### src/verilog/ssf_consts.vh
// shared constants for the synchronous serial frame sequencer
`ifndef SSF_CONSTS_VH
`define SSF_CONSTS_VH

`define SSF_DATA_W 16
`define SSF_FIFO_DEPTH 4
`define SSF_FIFO_AW 2
`define SSF_MIN_MSB 4'h3
`define SSF_MIN_HALF_PRESCALE 7'h01
`define SSF_FMT_SPI 1'b0
`define SSF_FMT_PULSED 1'b1
`define SSF_CORE_CLK_MHZ 200
`define SSF_RST_SCLK 1'b0
`define SSF_RST_FSS 1'b1
`define SSF_RST_TX 1'b0
`define SSF_RST_OE_N 1'b1

`endif

### src/verilog/ssf_fifo.v
// small synchronous fifo with valid/ready on both sides
`timescale 1ns/1ps
`default_nettype none
`include "ssf_consts.vh"
module ssf_fifo #(
    parameter WIDTH = `SSF_DATA_W,
    parameter DEPTH = `SSF_FIFO_DEPTH,
    parameter AW = `SSF_FIFO_AW
)(
    input wire core_clk,
    input wire rstn,
    input wire [WIDTH-1:0] in_data,
    input wire in_valid,
    output wire in_ready,
    output wire [WIDTH-1:0] out_data,
    output wire out_valid,
    input wire out_ready
);
    reg [WIDTH-1:0] mem [0:DEPTH-1];
    reg [AW-1:0] wr_ptr_q;
    reg [AW-1:0] rd_ptr_q;
    reg [AW:0] cnt_q;
    reg [AW:0] cnt_d;
    reg in_ready_q;
    wire push;
    wire pop;
    localparam [AW:0] FULL = DEPTH[AW:0];

    assign out_valid = (cnt_q != {(AW+1){1'b0}});
    assign in_ready = in_ready_q;
    assign push = in_valid & in_ready_q;
    assign pop = out_ready & out_valid;
    assign out_data = mem[rd_ptr_q];

    always @*
    begin
        cnt_d = cnt_q;
        if (push & ~pop)
            cnt_d = cnt_q + 1'b1;
        else if (pop & ~push)
            cnt_d = cnt_q - 1'b1;
    end

    // depth must be a power of two so the pointers wrap by themselves
    always @(posedge core_clk)
    begin
        if (!rstn)
        begin
            wr_ptr_q <= {AW{1'b0}};
            rd_ptr_q <= {AW{1'b0}};
            cnt_q <= {(AW+1){1'b0}};
            in_ready_q <= 1'b0;
        end
        else
        begin
            cnt_q <= cnt_d;
            in_ready_q <= (cnt_d != FULL);
            if (push)
                wr_ptr_q <= wr_ptr_q + 1'b1;
            if (pop)
                rd_ptr_q <= rd_ptr_q + 1'b1;
        end
    end

    always @(posedge core_clk)
    begin
        if (push)
            mem[wr_ptr_q] <= in_data;
    end
endmodule
`default_nettype wire

### src/verilog/ssf_core.v
// frame sequencer for pulsed-frame and spi serial formats, master end
`timescale 1ns/1ps
`default_nettype none
`include "ssf_consts.vh"
module ssf_core #(
    parameter FIFO_DEPTH = `SSF_FIFO_DEPTH,
    parameter FIFO_AW = `SSF_FIFO_AW
)(
    input wire core_clk,
    input wire rstn,
    input wire port_enable,
    input wire master_mode,
    input wire frame_format,
    input wire clock_polarity_bit,
    input wire clock_phase_bit,
    input wire [3:0] word_size_m1,
    input wire [7:0] clock_prescale_divisor,
    input wire [7:0] clock_rate_field,
    input wire [`SSF_DATA_W-1:0] tx_data,
    input wire tx_valid,
    output wire tx_ready,
    output wire [`SSF_DATA_W-1:0] rx_data,
    output wire rx_valid,
    output wire busy,
    output wire serial_clock_line_o,
    output wire serial_clock_line_oe_n,
    output wire frame_select_line_o,
    output wire serial_transmit_line_o,
    output wire serial_transmit_line_oe_n,
    input wire serial_receive_line_i
);
    localparam [1:0] ST_IDLE = 2'b00;
    localparam [1:0] ST_RUN = 2'b01;
    localparam [1:0] ST_GAP = 2'b10;

    function [3:0] eff_msb;
        input [3:0] m;
        begin
            eff_msb = (m < `SSF_MIN_MSB) ? `SSF_MIN_MSB : m;
        end
    endfunction

    // half serial period in core clocks; prescale is even, so halve it first
    function [15:0] half_count;
        input [7:0] cp;
        input [7:0] rate;
        reg [6:0] h;
        begin
            h = (cp[7:1] == 7'h00) ? `SSF_MIN_HALF_PRESCALE : cp[7:1];
            half_count = h * ({1'b0, rate} + 9'h001);
        end
    endfunction

    function [15:0] low_mask;
        input [3:0] m;
        begin
            low_mask = 16'hffff >> (4'hf - m);
        end
    endfunction

    reg [1:0] state_q;
    reg [5:0] step_q;
    reg [15:0] div_q;
    reg more_q;
    reg [15:0] tx_word_q;
    reg [15:0] rx_sh_q;
    reg rx_s1_q;
    reg rx_s2_q;
    reg [15:0] rx_data_q;
    reg rx_valid_q;
    reg busy_q;
    reg sclk_q;
    reg sclk_oe_n_q;
    reg fss_q;
    reg tx_q;
    reg tx_oe_n_q;

    wire [15:0] fifo_data;
    wire fifo_valid;
    wire pop;
    wire pulsed;
    wire [3:0] msb;
    wire [5:0] n2;
    wire [5:0] n2m1;
    wire [5:0] n2m2;
    wire [5:0] n2p1;
    wire [5:0] n2p2;
    wire [15:0] half_m1;
    wire tick;
    wire [3:0] bit_idx;
    wire cur_bit;
    wire start;
    wire reload_spi;
    wire reload_pulsed;
    wire spi_toggle;

    assign pulsed = (frame_format == `SSF_FMT_PULSED);
    assign msb = eff_msb(word_size_m1);
    assign n2 = {1'b0, msb, 1'b0} + 6'h02;
    assign n2m1 = n2 - 6'h01;
    assign n2m2 = n2 - 6'h02;
    assign n2p1 = n2 + 6'h01;
    assign n2p2 = n2 + 6'h02;
    assign half_m1 = half_count(clock_prescale_divisor, clock_rate_field) - 16'h0001;
    assign tick = (div_q == half_m1);
    // msb first: pulsed data starts at step 2, spi data at step 0
    assign bit_idx = pulsed ? (msb + 4'h1 - step_q[4:1]) : (msb - step_q[4:1]);
    assign cur_bit = tx_word_q[bit_idx];

    assign start = (state_q == ST_IDLE) & port_enable & master_mode & fifo_valid;
    assign reload_spi = (state_q == ST_RUN) & tick & ~pulsed & clock_phase_bit
        & (step_q == n2) & port_enable & fifo_valid;
    assign reload_pulsed = (state_q == ST_RUN) & tick & pulsed & (step_q == n2p2) & more_q;
    assign pop = start | reload_spi | reload_pulsed;
    // phase 1 toggles from the first half tick; phase 0 waits one half for data
    assign spi_toggle = clock_phase_bit ? (step_q <= n2m1)
        : ((step_q != 6'h00) & (step_q <= n2));

    assign rx_data = rx_data_q;
    assign rx_valid = rx_valid_q;
    assign busy = busy_q;
    assign serial_clock_line_o = sclk_q;
    assign serial_clock_line_oe_n = sclk_oe_n_q;
    assign frame_select_line_o = fss_q;
    assign serial_transmit_line_o = tx_q;
    assign serial_transmit_line_oe_n = tx_oe_n_q;

    ssf_fifo #(
        .WIDTH(`SSF_DATA_W),
        .DEPTH(FIFO_DEPTH),
        .AW(FIFO_AW)
    ) u_tx_fifo (
        .core_clk(core_clk),
        .rstn(rstn),
        .in_data(tx_data),
        .in_valid(tx_valid),
        .in_ready(tx_ready),
        .out_data(fifo_data),
        .out_valid(fifo_valid),
        .out_ready(pop)
    );

    always @(posedge core_clk)
    begin
        if (!rstn)
        begin
            state_q <= ST_IDLE;
            step_q <= 6'h00;
            div_q <= 16'h0000;
            more_q <= 1'b0;
            tx_word_q <= 16'h0000;
            rx_sh_q <= 16'h0000;
            rx_s1_q <= 1'b0;
            rx_s2_q <= 1'b0;
            rx_data_q <= 16'h0000;
            rx_valid_q <= 1'b0;
            busy_q <= 1'b0;
            sclk_q <= `SSF_RST_SCLK;
            sclk_oe_n_q <= `SSF_RST_OE_N;
            fss_q <= `SSF_RST_FSS;
            tx_q <= `SSF_RST_TX;
            tx_oe_n_q <= `SSF_RST_OE_N;
        end
        else
        begin
            // receive pin crosses in from the outside world
            // two-clock delay: receive needs a half period of three clocks or more
            rx_s1_q <= serial_receive_line_i;
            rx_s2_q <= rx_s1_q;
            rx_valid_q <= 1'b0;
            sclk_oe_n_q <= ~master_mode;
            if ((state_q == ST_IDLE) || tick)
                div_q <= 16'h0000;
            else
                div_q <= div_q + 16'h0001;
            case (state_q)
                ST_IDLE:
                begin
                    busy_q <= 1'b0;
                    more_q <= 1'b0;
                    tx_q <= 1'b0;
                    tx_oe_n_q <= 1'b1;
                    if (pulsed)
                    begin
                        sclk_q <= 1'b0;
                        fss_q <= 1'b0;
                    end
                    else
                    begin
                        sclk_q <= clock_polarity_bit;
                        fss_q <= 1'b1;
                    end
                    if (start)
                    begin
                        tx_word_q <= fifo_data;
                        busy_q <= 1'b1;
                        state_q <= ST_RUN;
                        if (pulsed)
                        begin
                            // pulse starts on a rising edge, lasts a full period
                            sclk_q <= 1'b1;
                            fss_q <= 1'b1;
                            step_q <= 6'h01;
                        end
                        else
                        begin
                            fss_q <= 1'b0;
                            tx_oe_n_q <= 1'b0;
                            step_q <= 6'h00;
                        end
                    end
                end
                ST_RUN:
                begin
                    if (tick && pulsed)
                    begin
                        if (step_q <= n2p1)
                            sclk_q <= ~sclk_q;
                        if (!step_q[0] && (step_q >= 6'h02) && (step_q <= n2))
                        begin
                            tx_q <= cur_bit;
                            tx_oe_n_q <= 1'b0;
                        end
                        if (step_q == 6'h02)
                            fss_q <= 1'b0;
                        // next word pending: pulse again during the lsb period
                        if ((step_q == n2) && port_enable && fifo_valid)
                        begin
                            fss_q <= 1'b1;
                            more_q <= 1'b1;
                        end
                        if (step_q[0] && (step_q >= 6'h03))
                            rx_sh_q <= {rx_sh_q[14:0], rx_s2_q};
                        if (step_q == n2p2)
                        begin
                            rx_data_q <= rx_sh_q & low_mask(msb);
                            rx_valid_q <= 1'b1;
                            more_q <= 1'b0;
                            if (more_q)
                            begin
                                tx_word_q <= fifo_data;
                                tx_q <= fifo_data[msb];
                                fss_q <= 1'b0;
                                sclk_q <= 1'b1;
                                step_q <= 6'h03;
                            end
                            else
                            begin
                                tx_oe_n_q <= 1'b1;
                                tx_q <= 1'b0;
                                state_q <= ST_IDLE;
                            end
                        end
                        else
                            step_q <= step_q + 6'h01;
                    end
                    else if (tick)
                    begin
                        if (spi_toggle)
                            sclk_q <= ~sclk_q;
                        if (!step_q[0] && (step_q <= n2m2))
                            tx_q <= cur_bit;
                        if (step_q[0] && (step_q <= n2m1))
                            rx_sh_q <= {rx_sh_q[14:0], rx_s2_q};
                        if (step_q == n2m1)
                        begin
                            rx_data_q <= {rx_sh_q[14:0], rx_s2_q} & low_mask(msb);
                            rx_valid_q <= 1'b1;
                        end
                        if (reload_spi)
                        begin
                            // continuous clock, select stays low
                            tx_word_q <= fifo_data;
                            tx_q <= fifo_data[msb];
                            sclk_q <= ~sclk_q;
                            step_q <= 6'h01;
                        end
                        else if (step_q == n2p1)
                        begin
                            // phase 0 always lands here, forcing a select pulse
                            fss_q <= 1'b1;
                            tx_q <= 1'b0;
                            tx_oe_n_q <= 1'b1;
                            state_q <= ST_GAP;
                        end
                        else
                            step_q <= step_q + 6'h01;
                    end
                end
                ST_GAP:
                begin
                    // select held high at least half a period between frames
                    if (tick)
                        state_q <= ST_IDLE;
                end
                default:
                begin
                    state_q <= ST_IDLE;
                end
            endcase
        end
    end
endmodule
`default_nettype wire

### config.mk
export PLATFORM = sky130hd
export DESIGN_NAME = ssf_core
export DESIGN_NICKNAME = d
export VERILOG_FILES = /design/src/verilog/ssf_fifo.v /design/src/verilog/ssf_core.v
export VERILOG_INCLUDE_DIRS = /design/src /design/src/verilog
export SDC_FILE = /design/constraint.sdc
export NUM_CORES = 1
export LEC_CHECK = 0
export BUFFER_PORTS_ARGS = -buffer_cell sky130_fd_sc_hd__buf_2
export CORE_AREA = 2 2 142 144
export CTS_BUF_LIST = sky130_fd_sc_hd__clkbuf_8
export DETAILED_ROUTE_END_ITERATION = 8
export DIE_AREA = 0 0 144 146
export PLACE_DENSITY = 0.73
export SYNTH_ARGS = -nofsm -noshare
export SYNTH_HDL_FRONTEND = slang
export SYNTH_HIERARCHICAL = 1
export SYNTH_SLANG_ARGS = --single-unit
### constraint.sdc
create_clock -name core_clk -period 12.5 [get_ports core_clk]
set_input_delay 2.5 -clock core_clk [delete_from_list [all_inputs] [get_ports core_clk]]
set_output_delay 2.5 -clock core_clk [all_outputs]
set_load 0.1 [all_outputs]
# [Word level (Yosys, flattened, before mapping)]
# Memories as Yosys holds them, arrays and structs flattened. A register that Yosys moved wholly into a read port is not among the register bits.
# Cells that the tools add are included.
[totals] regBits=90 ram_bits=64 in_bits=45 out_inout_bits=24 word_cells=226 memories=1
[mem_list] memory="u_tx_fifo.mem" words=4 width=16 read_ports=1 rd_ports_with_merged_regs=1 wr=1 line_no="ssf_fifo.v:19" text="reg [WIDTH-1:0] mem [0:DEPTH-1];"
[classes] add_sub_neg=17 n_mul=1 order_cmp=9 n_eq_ne=27 shifts=1 muxes=94 n_bitwise=27 reduce_logical=29
[ops] cell="$mux W16" n=14
[ops] cell="$mux W1" n=48
[ops] cell="$mux W6" n=7
[ops] cell="$and A16 B16 Y16" n=2
[ops] cell="$pmux W16 S2" n=1
[ops] cell="$eq A6 B6 Y1" n=4
[ops] cell="$le A6 B6 Y1" n=4
[ops] cell="$mux W2" n=10
[ops] cell="$and A1 B1 Y1" n=17
[ops] cell="$add A16 B1 Y16 const B" n=1
[ops] cell="$eq A16 B16 Y1" n=1
[ops] cell="$mul A7 B9 Y16" n=1
[ops] cell="$reduce_and A4 Y1" n=4
[ops] cell="$shr A16 B4 Y16 const A" n=1
[ops] cell="$sub A16 B1 Y16 const B" n=1
[ops] cell="$add A6 B1 Y6 const B" n=2
[ops] cell="$ge A6 B2 Y1 const B" n=2
[ops] cell="$ne A3 B3 Y1 const B" n=4
[ops] cell="$pmux W6 S2" n=1
[ops] cell="$lt A4 B5 Y1 const B" n=2
[ops] cell="$pmux W1 S2" n=5
[ops] cell="$add A8 B1 Y9 const B" n=1
[ops] cell="$ne A3 B2 Y1 const B" n=3
[ops] cell="$bmux W1 S4" n=2
[ops] cell="40 further kinds" n=67

# [Logic depth before layout (Yosys ltp)]
# Gate-level depths: netlist (run 1).
[logic_depth] word_depth=18 depth_mapped=28 mapped_depth_nobuf=26

# [Hierarchy]
# The synthesis (run 1) kept the hierarchy.
[by_module_without_submodules] module="ssf_core" instances=1 cells_per_inst=918 area_per_inst_um2=7743.7 seq_area_each_um2=1641.6
[by_module_without_submodules] module="ssf_fifo" instances=1 cells_per_inst=142 area_per_inst_um2=2852.7 seq_area_each_um2=2122.0

# [Worst setup path before layout (run 1)]
# OpenSTA, ideal clock, no wires.
[synth_timing] path_kind="input to register" start="in clock_rate_field[0]" end="reg u_tx_fifo.cnt_q[2]" setup_time_ps=115 arrival_ps=8608 required_ps=12385 slack_ps=3777 path_stages=27 n_path_buf=3 path_cell_list="clkbuf_1 -> and3_1 -> nand3_1 -> nor2_1 -> xor2_1 -> nand2_1 -> fa_1 -> fa_1 -> fa_1 -> inv_1 -> fa_1 -> ha_1 -> buf_2 -> nand3_1 -> or2_0 -> or2_2 -> mux2i_1 -> nor4_2 -> nand4_4 -> nor2_8 -> a21oi_2 -> buf_4 -> inv_1 -> and4_4 -> a31oi_4 -> xnor2_1 -> and2_1"
[synth_between] elab_chain_cells=16 word_cells_on_any_way=21 cone_classes="add/sub (2); mul (1); eq/ne (1); mux (2); bitwise (15)"
[synth_lines] item="start: declaration" line_no="ssf_core.v:18" text="input wire [7:0] clock_rate_field,"
[synth_lines] item="$add A8 B1 Y9 (*)" line_no="ssf_core.v:50" text="half_count = h * ({1'b0, rate} + 9'h001);"
[synth_lines] item="$mul A7 B9 Y16 (*)" line_no="ssf_core.v:50"
[synth_lines] item="$sub A16 B1 Y16 (*)" line_no="ssf_core.v:104" text="assign half_m1 = half_count(clock_prescale_divisor, clock_rate_field) - 16'h0001;"
[synth_lines] item="$eq A16 B16 Y1 (*)" line_no="ssf_core.v:105" text="assign tick = (div_q == half_m1);"
[synth_lines] item="$and A1 B1 Y1 (*)" line_no="ssf_core.v:111, ssf_core.v:113"
[synth_lines] item="$and A1 B1 Y1 (2 in a row)" line_no="ssf_core.v:111" text="assign reload_spi = (state_q == ST_RUN) & tick & ~pulsed & clock_phase_bit"
[synth_lines] item="$and A1 B1 Y1 (3 in a row)" line_no="ssf_core.v:112" text="& (step_q == n2) & port_enable & fifo_valid;"
[synth_lines] item="$or A1 B1 Y1" line_no="ssf_core.v:114" text="assign pop = start | reload_spi | reload_pulsed;"
[synth_lines] item="$or A1 B1 Y1 (*)" line_no="ssf_core.v:114"
[synth_lines] item="net pop" line_no="ssf_core.v:80" text="wire pop;"
[synth_lines] item="$and A1 B1 Y1 (*)" line_no="ssf_fifo.v:32" text="assign pop = out_ready & out_valid;"
[synth_lines] item="$and A1 B1 Y1 / $not A1 Y1 (equally long branches)" line_no="ssf_fifo.v:40, ssf_fifo.v:38"
[synth_lines] item="$mux W3 / $and A1 B1 Y1 (equally long branches)" line_no="ssf_fifo.v:40, ssf_fifo.v:38"
[synth_lines] item="$mux W3 (*)" line_no="ssf_fifo.v:38" text="if (push & ~pop)"
[synth_lines] item="end signal: assignment" line_no="ssf_fifo.v:51" text="cnt_q <= {(AW+1){1'b0}};"
[synth_lines] item="end signal: assignment" line_no="ssf_fifo.v:56" text="cnt_q <= cnt_d;"
[synth_lines] item="end: declaration" line_no="ssf_fifo.v:22" text="reg [AW:0] cnt_q;"
# Mark *: on every way through the listed nets, which the timed path passes. The rest lies on a longest branch.
# A chain may end at the register's enable or synchronous reset.

# [Worst setup path after layout (run 1)]
[layout_timing] start="in clock_rate_field[0]" end="reg rx_data_q[14] (netlist: rx_data[14])"
[layout_between] elab_chain_cells=7 word_cells_on_any_way=10 cone_classes="add/sub (2); mul (1); eq/ne (2); mux (1); reduce/logical (4)"
[layout_lines] item="$add A8 B1 Y9 (*)" line_no="ssf_core.v:50"
[layout_lines] item="$mul A7 B9 Y16 (*)" line_no="ssf_core.v:50"
[layout_lines] item="$sub A16 B1 Y16 (*)" line_no="ssf_core.v:104"
[layout_lines] item="$eq A16 B16 Y1 (*)" line_no="ssf_core.v:105"
[layout_lines] item="$logic_and A1 B1 Y1" line_no="ssf_core.v:215" text="if (tick && pulsed)"
[layout_lines] item="$ne A2 B2 Y1 (no source line) / $reduce_bool A2 Y1 (equally long branches)"
[layout_lines] item="$reduce_and A4 Y1 (no source line)"
[layout_lines] item="end signal: assignment" line_no="ssf_core.v:236" text="rx_data_q <= rx_sh_q & low_mask(msb);"
[layout_lines] item="end signal: assignment" line_no="ssf_core.v:267" text="rx_data_q <= {rx_sh_q[14:0], rx_s2_q} & low_mask(msb);"
[layout_lines] item="end: declaration" line_no="ssf_core.v:69" text="reg [15:0] rx_data_q;"
# Mark *: on every way between the ends. The rest lies on a longest branch, timed or not.

==> impl_metrics.tcl, run 1 <==
set metrics [dict create \
    fmax_mhz 107 \
    period_share_pct 74.6 \
    finalSetupTns_ns 0 \
    hold_buffers 0 \
    rsz0062_at_grt "no" \
    yosysWarningCount 6 \
    power_density_nw_per_um2 160 \
    place_hpwl_um 16300 \
    hold_path.class "reg -> reg" \
    ff2ff_path_depth 10 \
    final_util_pct 59.3 \
    grt_pass1_vias 7637 \
    ctsResizeCount 0 \
    start_util_pct 54.8 \
    worstPathArrival_ns 9.72 \
    post-cts-setup-buffer-count 0 \
    drtPass1Iterations 5 \
    crit_fanout 23 \
    clock_latency_ns 0.46 \
    mostFrequentLayoutCells "101 x nand2_1, 97 x nor2_1, 92 x dfxtp_1, 86 x inv_1, 73 x ha_1" \
    cts_buffers 17 \
    fin_nets 1264 \
    rows 51 \
    via_count 7722 \
    synthCells 1060 \
    yosysSeqAreaShare_pct 35.5 \
    synth-seq-cells 156 \
    async_flop_share_pct 0 \
    finalHoldViolCount 0 \
    synth.avg_cell_area_um2 10.0 \
    clkTransAtPathRegs_ns 0.09 \
    wl_per_cell_um 15.7 \
    yosys_most_used_dff "dfxtp_1" \
    leakage_nw 4.88 \
    fin_crit_ns 9.32 \
    placed_area_um2 11100 \
    core_area_um2 19300 \
    gp_congestion 0.938 \
    crit_end "rx_data[14]" \
    grt_pass1_wl_um 37700 \
    grt_max_degree 38 \
    synth-edff-count 64 \
    drcViolationCount 0 \
    crit_slowest_cell "and4_1" \
    syn_area_um2 10600 \
    vdd_drop_max_uv 107 \
    die_h_um 146 \
    grt.overflow.total 0 \
    area_growth_pct 8.21 \
    syn-num-nets 1220 \
    setup_viol 0 \
    design_area_um2 11500 \
    cts.sinks 156 \
    cp_cell_sequence "buf_2, ha_1, nand3_1, nor2_1, xor2_1, nand2_1, fa_1, fa_1, fa_1, inv_1, fa_1, ha_1, nand3_1, or2_0, or2_2, mux2i_1, nor4_2, and4_1, nand2_4, mux2i_1, or4b_1, a21oi_1" \
    worst_pin_slew_ns 0.972 \
    status "finished, final reports clean" \
    antenna_found_initial 1 \
    cp-start-kind "input port" \
    ff2ff_setup_slack_ns 8.98 \
    track_usage_pct 22.2 \
    drt-total-wl_um 21700 \
    clock_path_buffers 2 \
    layout-drive-gt1-share_pct 14.1 \
    dieArea_um2 21000 \
    cts_tree "done" \
    die_w_um 144 \
    ant_nets 0 \
    viasPerCell 5.58 \
    h-tree-depth 4 \
    slew_headroom_pct 35.2 \
    ios 69 \
    final_max_slew_viol_count 0 \
    crit_path_frequent_cell "fa_1" \
    r2r-start "div_q[13]" \
    placement.io_buffers 67 \
    final_common_cell "nand2_1" \
    critical_path_required_ns 12.89 \
    final.setup_skew_ns 0.0164 \
    crit_path_start "clock_rate_field[0]" \
    timing.rr.end "rx_data[14]" \
    maxCapViolations 0 \
    end_kind "register" \
    critPathKind "in -> reg" \
    max_stage_delay_ns 0.60 \
    synth_cell_types 87 \
    drt-initial-drc-count 471 \
    clock-root-buffer "clkbuf_8" \
]
-- worst max-delay path: cells and delay by family --
| kind | cells | cell delay [ns] |
|---|---|---|
| AO/OA/AOI/OAI | 1 | 0.15 |
| XOR/XNOR | 1 | 0.50 |
| adder cells (fa/ha/maj) | 6 | 2.69 |
| buffers and inverters | 2 | 0.28 |
| multiplexers | 2 | 0.37 |
| AND/OR/NAND/NOR | 10 | 3.20 |
-- cells by family (layout without fill, tap and decap cells) --
family                     after synthesis  in the layout  share of synthesized area (%)
xor gates and xnor gates                55             55                           4.55
and+or+nand+nor                        369            369                           17.9
DFF                                    156            156                           35.5
other                                    0              1                              0
buffers and inverters                  135            192                           5.47
adders and majority gates              115            115                           16.6
AOI/OAI and AO/OA                      158            158                           10.6
muxes                                   72             72                           9.42
-- through the flow --
stage	instances	hold WS [ns]	worst slack [ns]	total power [mW]
after global placement	1350	0.422	2.83	1.44
final	1383	0.444	3.18	1.84
after CTS	1382	0.448	3.24	1.84
after global routing	1382	0.467	2.72	1.98
after floorplan	1060	0.412	3.78	1.29
after detailed placement	1350	0.427	2.79	1.45
-- power by group --
part / total, mW / internal (mW) / switching (mW) / leakage, nW
clock: 0.388 / 0.170 / 0.218 / 0.209
sequential: 0.562 / 0.549 / 0.0132 / 1.33
combinational: 0.887 / 0.347 / 0.540 / 3.34
total: 1.84 / 1.07 / 0.772 / 4.88
-- cell usage after synthesis, drive strengths merged (13+ instances only) --
master | number | area share [%]
mux2i | 48 | 4.5
buf | 26 | 1.6
xor2 | 28 | 2.3
xnor2 | 27 | 2.2
fa | 42 | 7.9
inv | 87 | 3.1
edfxtp | 64 | 18
ha | 73 | 8.6
clkbuf | 21 | 0.74
nand3 | 34 | 1.6
nand2b | 14 | 1.0
mux4 | 22 | 4.7
o21ai | 21 | 0.99
nor2 | 98 | 3.6
and3 | 13 | 0.77
nand2 | 103 | 3.7
dfxtp | 92 | 17
and2 | 21 | 1.2
a21oi | 60 | 3.0
nor2b | 16 | 0.94
-- layer usage --
layer / track usage, % / share of wire (%)
met4: 6.18 / 1.3
met5: 0 / 0
met3: 3.65 / 5.4
met1: 32.4 / 48
met2: 34.3 / 46
-- how the worst min path moves through the flow --
stage,startpoint,to,depth (start not counted)
detailed placement,rx_s1_q,rx_s2_q,1
floorplan,rx_s1_q,rx_s2_q,1
global placement,rx_s1_q,rx_s2_q,1
global route,rx_s1_q,rx_s2_q,1
finish,rx_s1_q,rx_s2_q,1
CTS,rx_s1_q,rx_s2_q,1
-- sequential cells by signal, summed over array words and instances (netlist names), 2 cells and up, named ones only --
register and count:
state_q 2, u_tx_fifo/rd_ptr_q 2, u_tx_fifo/mem 64, div_q 16, step_q 6, u_tx_fifo/cnt_q 3
rx_sh_q 16, tx_word_q 16, u_tx_fifo/wr_ptr_q 2, rx_data 16
-- cell type report --
cell class	instances	area, µm²
antenna	1	2.50
inverter	88	330
fill	1660	7870
clock inverter	15	178
multi-input combinational	769	6250
clock buffer	17	234
timing repair buffer	72	373
sequential	156	3760
tap	265	332
No activity file was read; power rests on OpenSTA's default activity.
==> inputs of run 2 (changes only) <==
--- a/config.mk
+++ b/config.mk
@@ -11,7 +11,7 @@
 export CTS_BUF_LIST = sky130_fd_sc_hd__clkbuf_8
 export DETAILED_ROUTE_END_ITERATION = 8
 export DIE_AREA = 0 0 144 146
-export PLACE_DENSITY = 0.73
+export PLACE_DENSITY = 0.76
 export SYNTH_ARGS = -nofsm -noshare
 export SYNTH_HDL_FRONTEND = slang
 export SYNTH_HIERARCHICAL = 1
==> constraint.sdc (replaced) <==
create_clock -name core_clk -period 8.3 [get_ports core_clk]
set_input_delay 1.66 -clock core_clk [delete_from_list [all_inputs] [get_ports core_clk]]
set_output_delay 1.66 -clock core_clk [all_outputs]
set_load 0.1 [all_outputs]
==> run 2 against run 1 <==
Net effect:
- global-route usage grew 0.094 points
- via count grew 2.7%
- final area grew 0.49%
- flip-flop and latch count is the same
- critical path depth grew 2
- non-clock buffer count grew 14
- critical endpoint is now step_q[4]
- largest cell class unchanged
==> impl_metrics.tcl, run 2 (synthesis results as in run 1) <==
set metrics [dict create \
    area_growth_pct 8.74 \
    drcViolationCount 0 \
    fin_cells 1397 \
    grt_max_degree 37 \
    critical_path_required_ns 8.67 \
    place_hpwl_um 16600 \
    track_usage_pct 22.3 \
    hold_buffers 0 \
    critPathKind "in -> reg" \
    worst_pin_slew_ns 0.992 \
    grt_pass1_vias 7762 \
    fin_nets 1278 \
    final_common_cell "nand2_1" \
    rows 51 \
    finalSetupTns_ns 0 \
    post-cts-setup-buffer-count 0 \
    crit_fanout 12 \
    clock_latency_ns 0.45 \
    period_share_pct 91.5 \
    rsz0062_at_grt "no" \
    drt-initial-drc-count 576 \
    mostFrequentLayoutCells "101 x nand2_1, 97 x nor2_1, 92 x dfxtp_1, 86 x inv_1, 73 x ha_1" \
    timing.rr.end "serial_transmit_line_o" \
    cts_tree "done" \
    fillers 1634 \
    crit_path_frequent_cell "fa_1" \
    clock_path_buffers 2 \
    dieArea_um2 21000 \
    finalHoldViolCount 0 \
    die_h_um 146 \
    end_kind "register" \
    slew_headroom_pct 33.8 \
    die_w_um 144 \
    viasPerCell 5.68 \
    final.setup_skew_ns 0.0114 \
    design_area_um2 11500 \
    placement.io_buffers 67 \
    wl_per_cell_um 15.6 \
    h-tree-depth 4 \
    ant_nets 0 \
    holdPathStages 1 \
    ff2ff_setup_slack_ns 5.10 \
    placed_area_um2 11200 \
    drt-total-wl_um 21800 \
    hp-start "rx_s1_q" \
    hold_path.class "reg -> reg" \
    dp.cells 1364 \
    fmax_mhz 132 \
    setup_viol 0 \
    core_area_um2 19300 \
    status "finished, final reports clean" \
    whs_endpoint "rx_s2_q" \
    top_register "u_tx_fifo/mem" \
    maxCapViolations 0 \
    regArea_um2 3760 \
    layout-drive-gt1-share_pct 15.1 \
    crit_slowest_cell "fa_1" \
    r2r-start "step_q[1]" \
    clkTransAtPathRegs_ns 0.09 \
    power_density_nw_per_um2 238 \
    vdd_drop_max_uv 177 \
    multi_input_area_um2 6250 \
    leakage_nw 4.91 \
    fin_crit_ns 7.59 \
    grt_pass1_wl_um 37900 \
    via_count 7934 \
    ff2ff_path_depth 10 \
    clock-root-buffer "clkbuf_8" \
    cp-start-kind "input port" \
    antenna_found_initial 1 \
    max_stage_delay_ns 0.54 \
    cts.sinks 156 \
    p_total_mw 2.74 \
    gp_congestion 0.913 \
    grt.overflow.total 0 \
    ios 69 \
    final_max_slew_viol_count 0 \
    largest_reg_flops 64 \
    cts_buffers 17 \
    start_util_pct 54.8 \
    cp_num_buf_inv 4 \
    ctsResizeCount 0 \
    drtPass1Iterations 5 \
    worstPathArrival_ns 7.96 \
    cp_cell_sequence "buf_2, ha_1, nand3_1, nor2_1, xor2_1, buf_4, nand2_1, fa_1, fa_1, fa_1, fa_1, inv_1, ha_1, nand3_1, or2_0, or2_2, mux2i_1, nor4_2, and4_1, buf_4, a31oi_2, a31o_4, nand2b_4, o32ai_2" \
    path_delay_family "adder cells" \
]
[run 2: cell types whose count changed in the layout (fill, tap and decap cells not counted), sizes merged]
cell	change
buf	+14
clkinvlp	+2
bufinv	-1
clkinv	-1
[run 2: stage by stage]
step	hold WS [ns]	setup WS [ns]	utilization, %
2_1_floorplan	0.412	0.417	-
3_3_place_gp	0.429	0.344	57.7
3_5_place_dp	0.426	0.290	57.7
4_1_cts	0.452	0.758	59.6
5_1_grt	0.467	0.312	59.6
6_report	0.448	0.708	59.6
[run 2: how the worst max path moves through the flow]
stage	startpoint	to	cells after the start
after floorplan	clock_rate_field[0]	u_tx_fifo/cnt_q[2]	27
after global placement	clock_rate_field[0]	rx_data[14]	23
after detailed placement	clock_rate_field[0]	step_q[4]	24
after CTS	clock_rate_field[0]	step_q[4]	24
after global routing	clock_rate_field[0]	rx_data[14]	23
final	clock_rate_field[0]	step_q[4]	24
[run 2: report_power, final]
group | leakage [nW] | switching [mW] | total [mW] | internal, mW
registers | 1.33 | 0.0190 | 0.846 | 0.827
logic | 3.41 | 0.831 | 1.37 | 0.543
clock network | 0.184 | 0.302 | 0.519 | 0.217
[run 2: routing by layer]
layer  share of wire (%)  wire (µm)  global-route usage [%]  up-vias
li1                    -          -                       -     3847
met1                  47      10200                    32.4     3848
met2                  46      10100                    35.3      224
met3                 5.8       1260                    4.05       15
met4                0.98        214                    4.26        0
met5                   0          0                       0        -
[run 2: layout make-up]
class | count | area share [%]
antenna | 1 | 0.0217
clock buffer | 17 | 2.03
clock inverter | 15 | 1.12
inverter | 88 | 2.87
multi-input combinational | 769 | 54.3
sequential | 156 | 32.7
tap | 265 | 2.88
timing repair buffer | 86 | 4.15
==> inputs of run 3 (changes only) <==
--- a/config.mk
+++ b/config.mk
@@ -7,12 +7,11 @@
 export NUM_CORES = 1
 export LEC_CHECK = 0
 export BUFFER_PORTS_ARGS = -buffer_cell sky130_fd_sc_hd__buf_2
-export CORE_AREA = 2 2 142 144
+export CORE_AREA = 5 5 144 146
 export CTS_BUF_LIST = sky130_fd_sc_hd__clkbuf_8
 export DETAILED_ROUTE_END_ITERATION = 8
-export DIE_AREA = 0 0 144 146
-export PLACE_DENSITY = 0.76
+export DIE_AREA = 0 0 149 151
+export PLACE_DENSITY = 0.75
 export SYNTH_ARGS = -nofsm -noshare
 export SYNTH_HDL_FRONTEND = slang
-export SYNTH_HIERARCHICAL = 1
 export SYNTH_SLANG_ARGS = --single-unit
==> run 3 against run 2 <==
Net effect:
- die area rose by 7.0%
- clock-buffer cell count did not move
- critical endpoint is now step_q[2]
- clock power grew 14%
- combinational power shrank 9%
- routed wire length increased by 1.8%
==> impl_metrics.tcl, run 3 <==
set metrics [dict create \
    status "finished, final reports clean" \
    ff2ff_path_depth 9 \
    via_count 7735 \
    finalHoldViolCount 0 \
    slew_headroom_pct 39.2 \
    cp_cell_sequence "buf_2, and3_1, nand3_1, nor2_1, xor2_1, nand2_1, fa_1, fa_1, fa_1, inv_1, fa_1, ha_1, a211oi_1, o21bai_1, mux2i_1, o21ai_0, or4_1, nor4_2, a21oi_1, buf_4, nand3b_1, a21oi_1, o21a_1" \
    crit_path_frequent_cell "fa_1" \
    dieArea_um2 22500 \
    largest_reg_flops 64 \
    die_w_um 149 \
    period_share_pct 91.4 \
    syn_area_um2 10400 \
    synth-seq-cells 156 \
    crit_slowest_cell "or4_1" \
    holdPathStages 1 \
    mostFrequentLayoutCells "106 x nand2_1, 99 x nor2_1, 92 x dfxtp_1, 80 x inv_1, 74 x ha_1" \
    track_usage_pct 20.4 \
    ff2ff_setup_slack_ns 4.84 \
    synthCells 1043 \
    p_comb_share_pct 46.9 \
    cts.sinks 156 \
    crit_fanout 5 \
    drcViolationCount 0 \
    gp_congestion 0.922 \
    fin_nets 1272 \
    r2r-start "step_q[1]" \
    vdd_drop_max_uv 177 \
    fmax_mhz 132 \
    p_switching_mw 1.08 \
    synth_common_cells "106 x nand2_1, 99 x nor2_1, 92 x dfxtp_1, 80 x inv_1, 74 x ha_1" \
    drt-initial-drc-count 610 \
    yosysWarningCount 0 \
    power_frac_seq_pct 30.8 \
    cts_tree "done" \
    critical_path_required_ns 8.67 \
    viasPerCell 5.56 \
    p_clk_share_pct 22.2 \
    h-tree-depth 4 \
    ios 69 \
    synth_top_area_share_pct 18.5 \
    ctsResizeCount 0 \
    p_int_mw 1.58 \
    grt_max_degree 65 \
    synth.most_common_cell "nand2_1" \
    wl_per_cell_um 16.0 \
    clock_latency_ns 0.46 \
    syn-num-nets 1204 \
    layout-drive-gt1-share_pct 15.7 \
    hold_path.class "reg -> reg" \
    fillers 1645 \
    setup_viol 0 \
    start_util_pct 53.9 \
    core_area_um2 19300 \
    whs_endpoint "rx_s2_q" \
    ant_nets 0 \
    clock-root-buffer "clkbuf_8" \
    final_max_slew_viol_count 0 \
    final_common_cell "nand2_1" \
    clock_path_buffers 2 \
    hold_buffers 0 \
    fin_crit_ns 7.59 \
    place_hpwl_um 16800 \
    finalSetupTns_ns 0 \
    area_growth_pct 10.9 \
    max_stage_delay_ns 0.58 \
    power_density_nw_per_um2 230 \
    die_h_um 151 \
    synth-edff-count 64 \
    final.setup_skew_ns 0.0231 \
    async_flop_share_pct 0 \
    grt.overflow.total 0 \
    rows 51 \
    yosys-top-cells-area "edfxtp_1 18%, dfxtp_1 18%, ha_1 8.9%" \
    hp-start "rx_s1_q" \
    drtPass1Iterations 5 \
    synth_cell_types 71 \
    leakage_nw 4.60 \
    maxCapViolations 0 \
    yosys_most_used_dff "dfxtp_1" \
    synth_largest_area_cell "edfxtp_1" \
    worst_pin_slew_ns 0.912 \
    rsz0062_at_grt "no" \
    top_register "u_tx_fifo.mem" \
    critPathKind "in -> reg" \
    synth.avg_cell_area_um2 9.97 \
    drt-total-wl_um 22200 \
    placement.io_buffers 67 \
    timing.rr.end "u_tx_fifo.in_ready" \
    cts_buffers 17 \
    grt_pass1_wl_um 37000 \
    worstPathArrival_ns 7.96 \
    cp-start-kind "input port" \
    switching_share_pct 40.5 \
    antenna_found_initial 1 \
    yosysSeqAreaShare_pct 36.2 \
    clkTransAtPathRegs_ns 0.10 \
    grt_pass1_vias 7438 \
    end_kind "register" \
    hold_slack_ns 0.443 \
    post-cts-setup-buffer-count 0 \
]
[run 3: cell families after synthesis]
group / count (synthesis) / synth area share [%]
mux: 78 / 10.5
xor+xnor: 53 / 4.61
flops: 156 / 36.2
fa+ha+maj: 116 / 17.0
buf+inv: 128 / 4.91
simple gates: 355 / 16.7
compound gates: 157 / 10.1
[run 3: metrics by stage]
step / cell area, µm² / util (%) / setup slack (ns) / total power [mW] / instances
after global routing: 11500 / 59.8 / 0.301 / 2.86 / 1390
after floorplan: 10400 / - / 0.586 / 1.76 / 1043
final: 11500 / 59.8 / 0.713 / 2.66 / 1390
after CTS: 11500 / 59.8 / 0.746 / 2.66 / 1389
after global placement: 11100 / 57.6 / 0.349 / 2.05 / 1357
after detailed placement: 11100 / 57.6 / 0.296 / 2.07 / 1357
[run 3: worst max-delay path: cells and delay by family]
kind / cells / cell delay, ns
buf+inv: 3 / 0.37
xor+xnor: 1 / 0.35
fa+ha+maj: 5 / 2.44
compound gates: 6 / 1.11
mux: 1 / 0.33
simple gates: 7 / 1.70
[run 3: metal layers]
metal / up-vias / share of wire, % / track usage, %
li1: 3802 / - / -
met1: 3681 / 48 / 29.5
met2: 217 / 45 / 31.3
met3: 35 / 5.2 / 4.07
met4: 0 / 2.2 / 5.90
met5: - / 0 / 0
[run 3: worst max-delay path by stage]
| stage | slack (ns) | from | to | cells after the start |
|---|---|---|---|---|
| floorplan | 0.59 | clock_rate_field[0] | u_tx_fifo.in_ready | 24 |
| global placement | 0.35 | clock_rate_field[0] | u_tx_fifo.in_ready | 23 |
| detailed placement | 0.30 | clock_rate_field[0] | u_tx_fifo.in_ready | 23 |
| CTS | 0.75 | clock_rate_field[0] | u_tx_fifo.in_ready | 23 |
| global route | 0.30 | clock_rate_field[4] | step_q[2] | 23 |
| finish | 0.71 | clock_rate_field[4] | step_q[2] | 23 |
[run 3: cell type report]
cell class              count  area (µm²)  share of cell area (%)
multi-input cells         759        6130                    53.2
flip-flops and latches    156        3760                    32.6
repair buffers             94         563                    4.88
well taps                 265         332                    2.88
inverters                  83         312                    2.70
clock buffers              17         234                    2.03
clock inverters            15         193                    1.67
diodes                      1        2.50                  0.0217
[run 3: power groups by stage]
stage / logic, mW / clock network, mW / registers, mW
2_1_floorplan: 0.912 / 0 / 0.850
6_report: 1.25 / 0.590 / 0.820
5_1_grt: 1.40 / 0.639 / 0.821
4_1_cts: 1.24 / 0.604 / 0.820
3_5_place_dp: 1.23 / 0 / 0.837
3_3_place_gp: 1.21 / 0 / 0.836
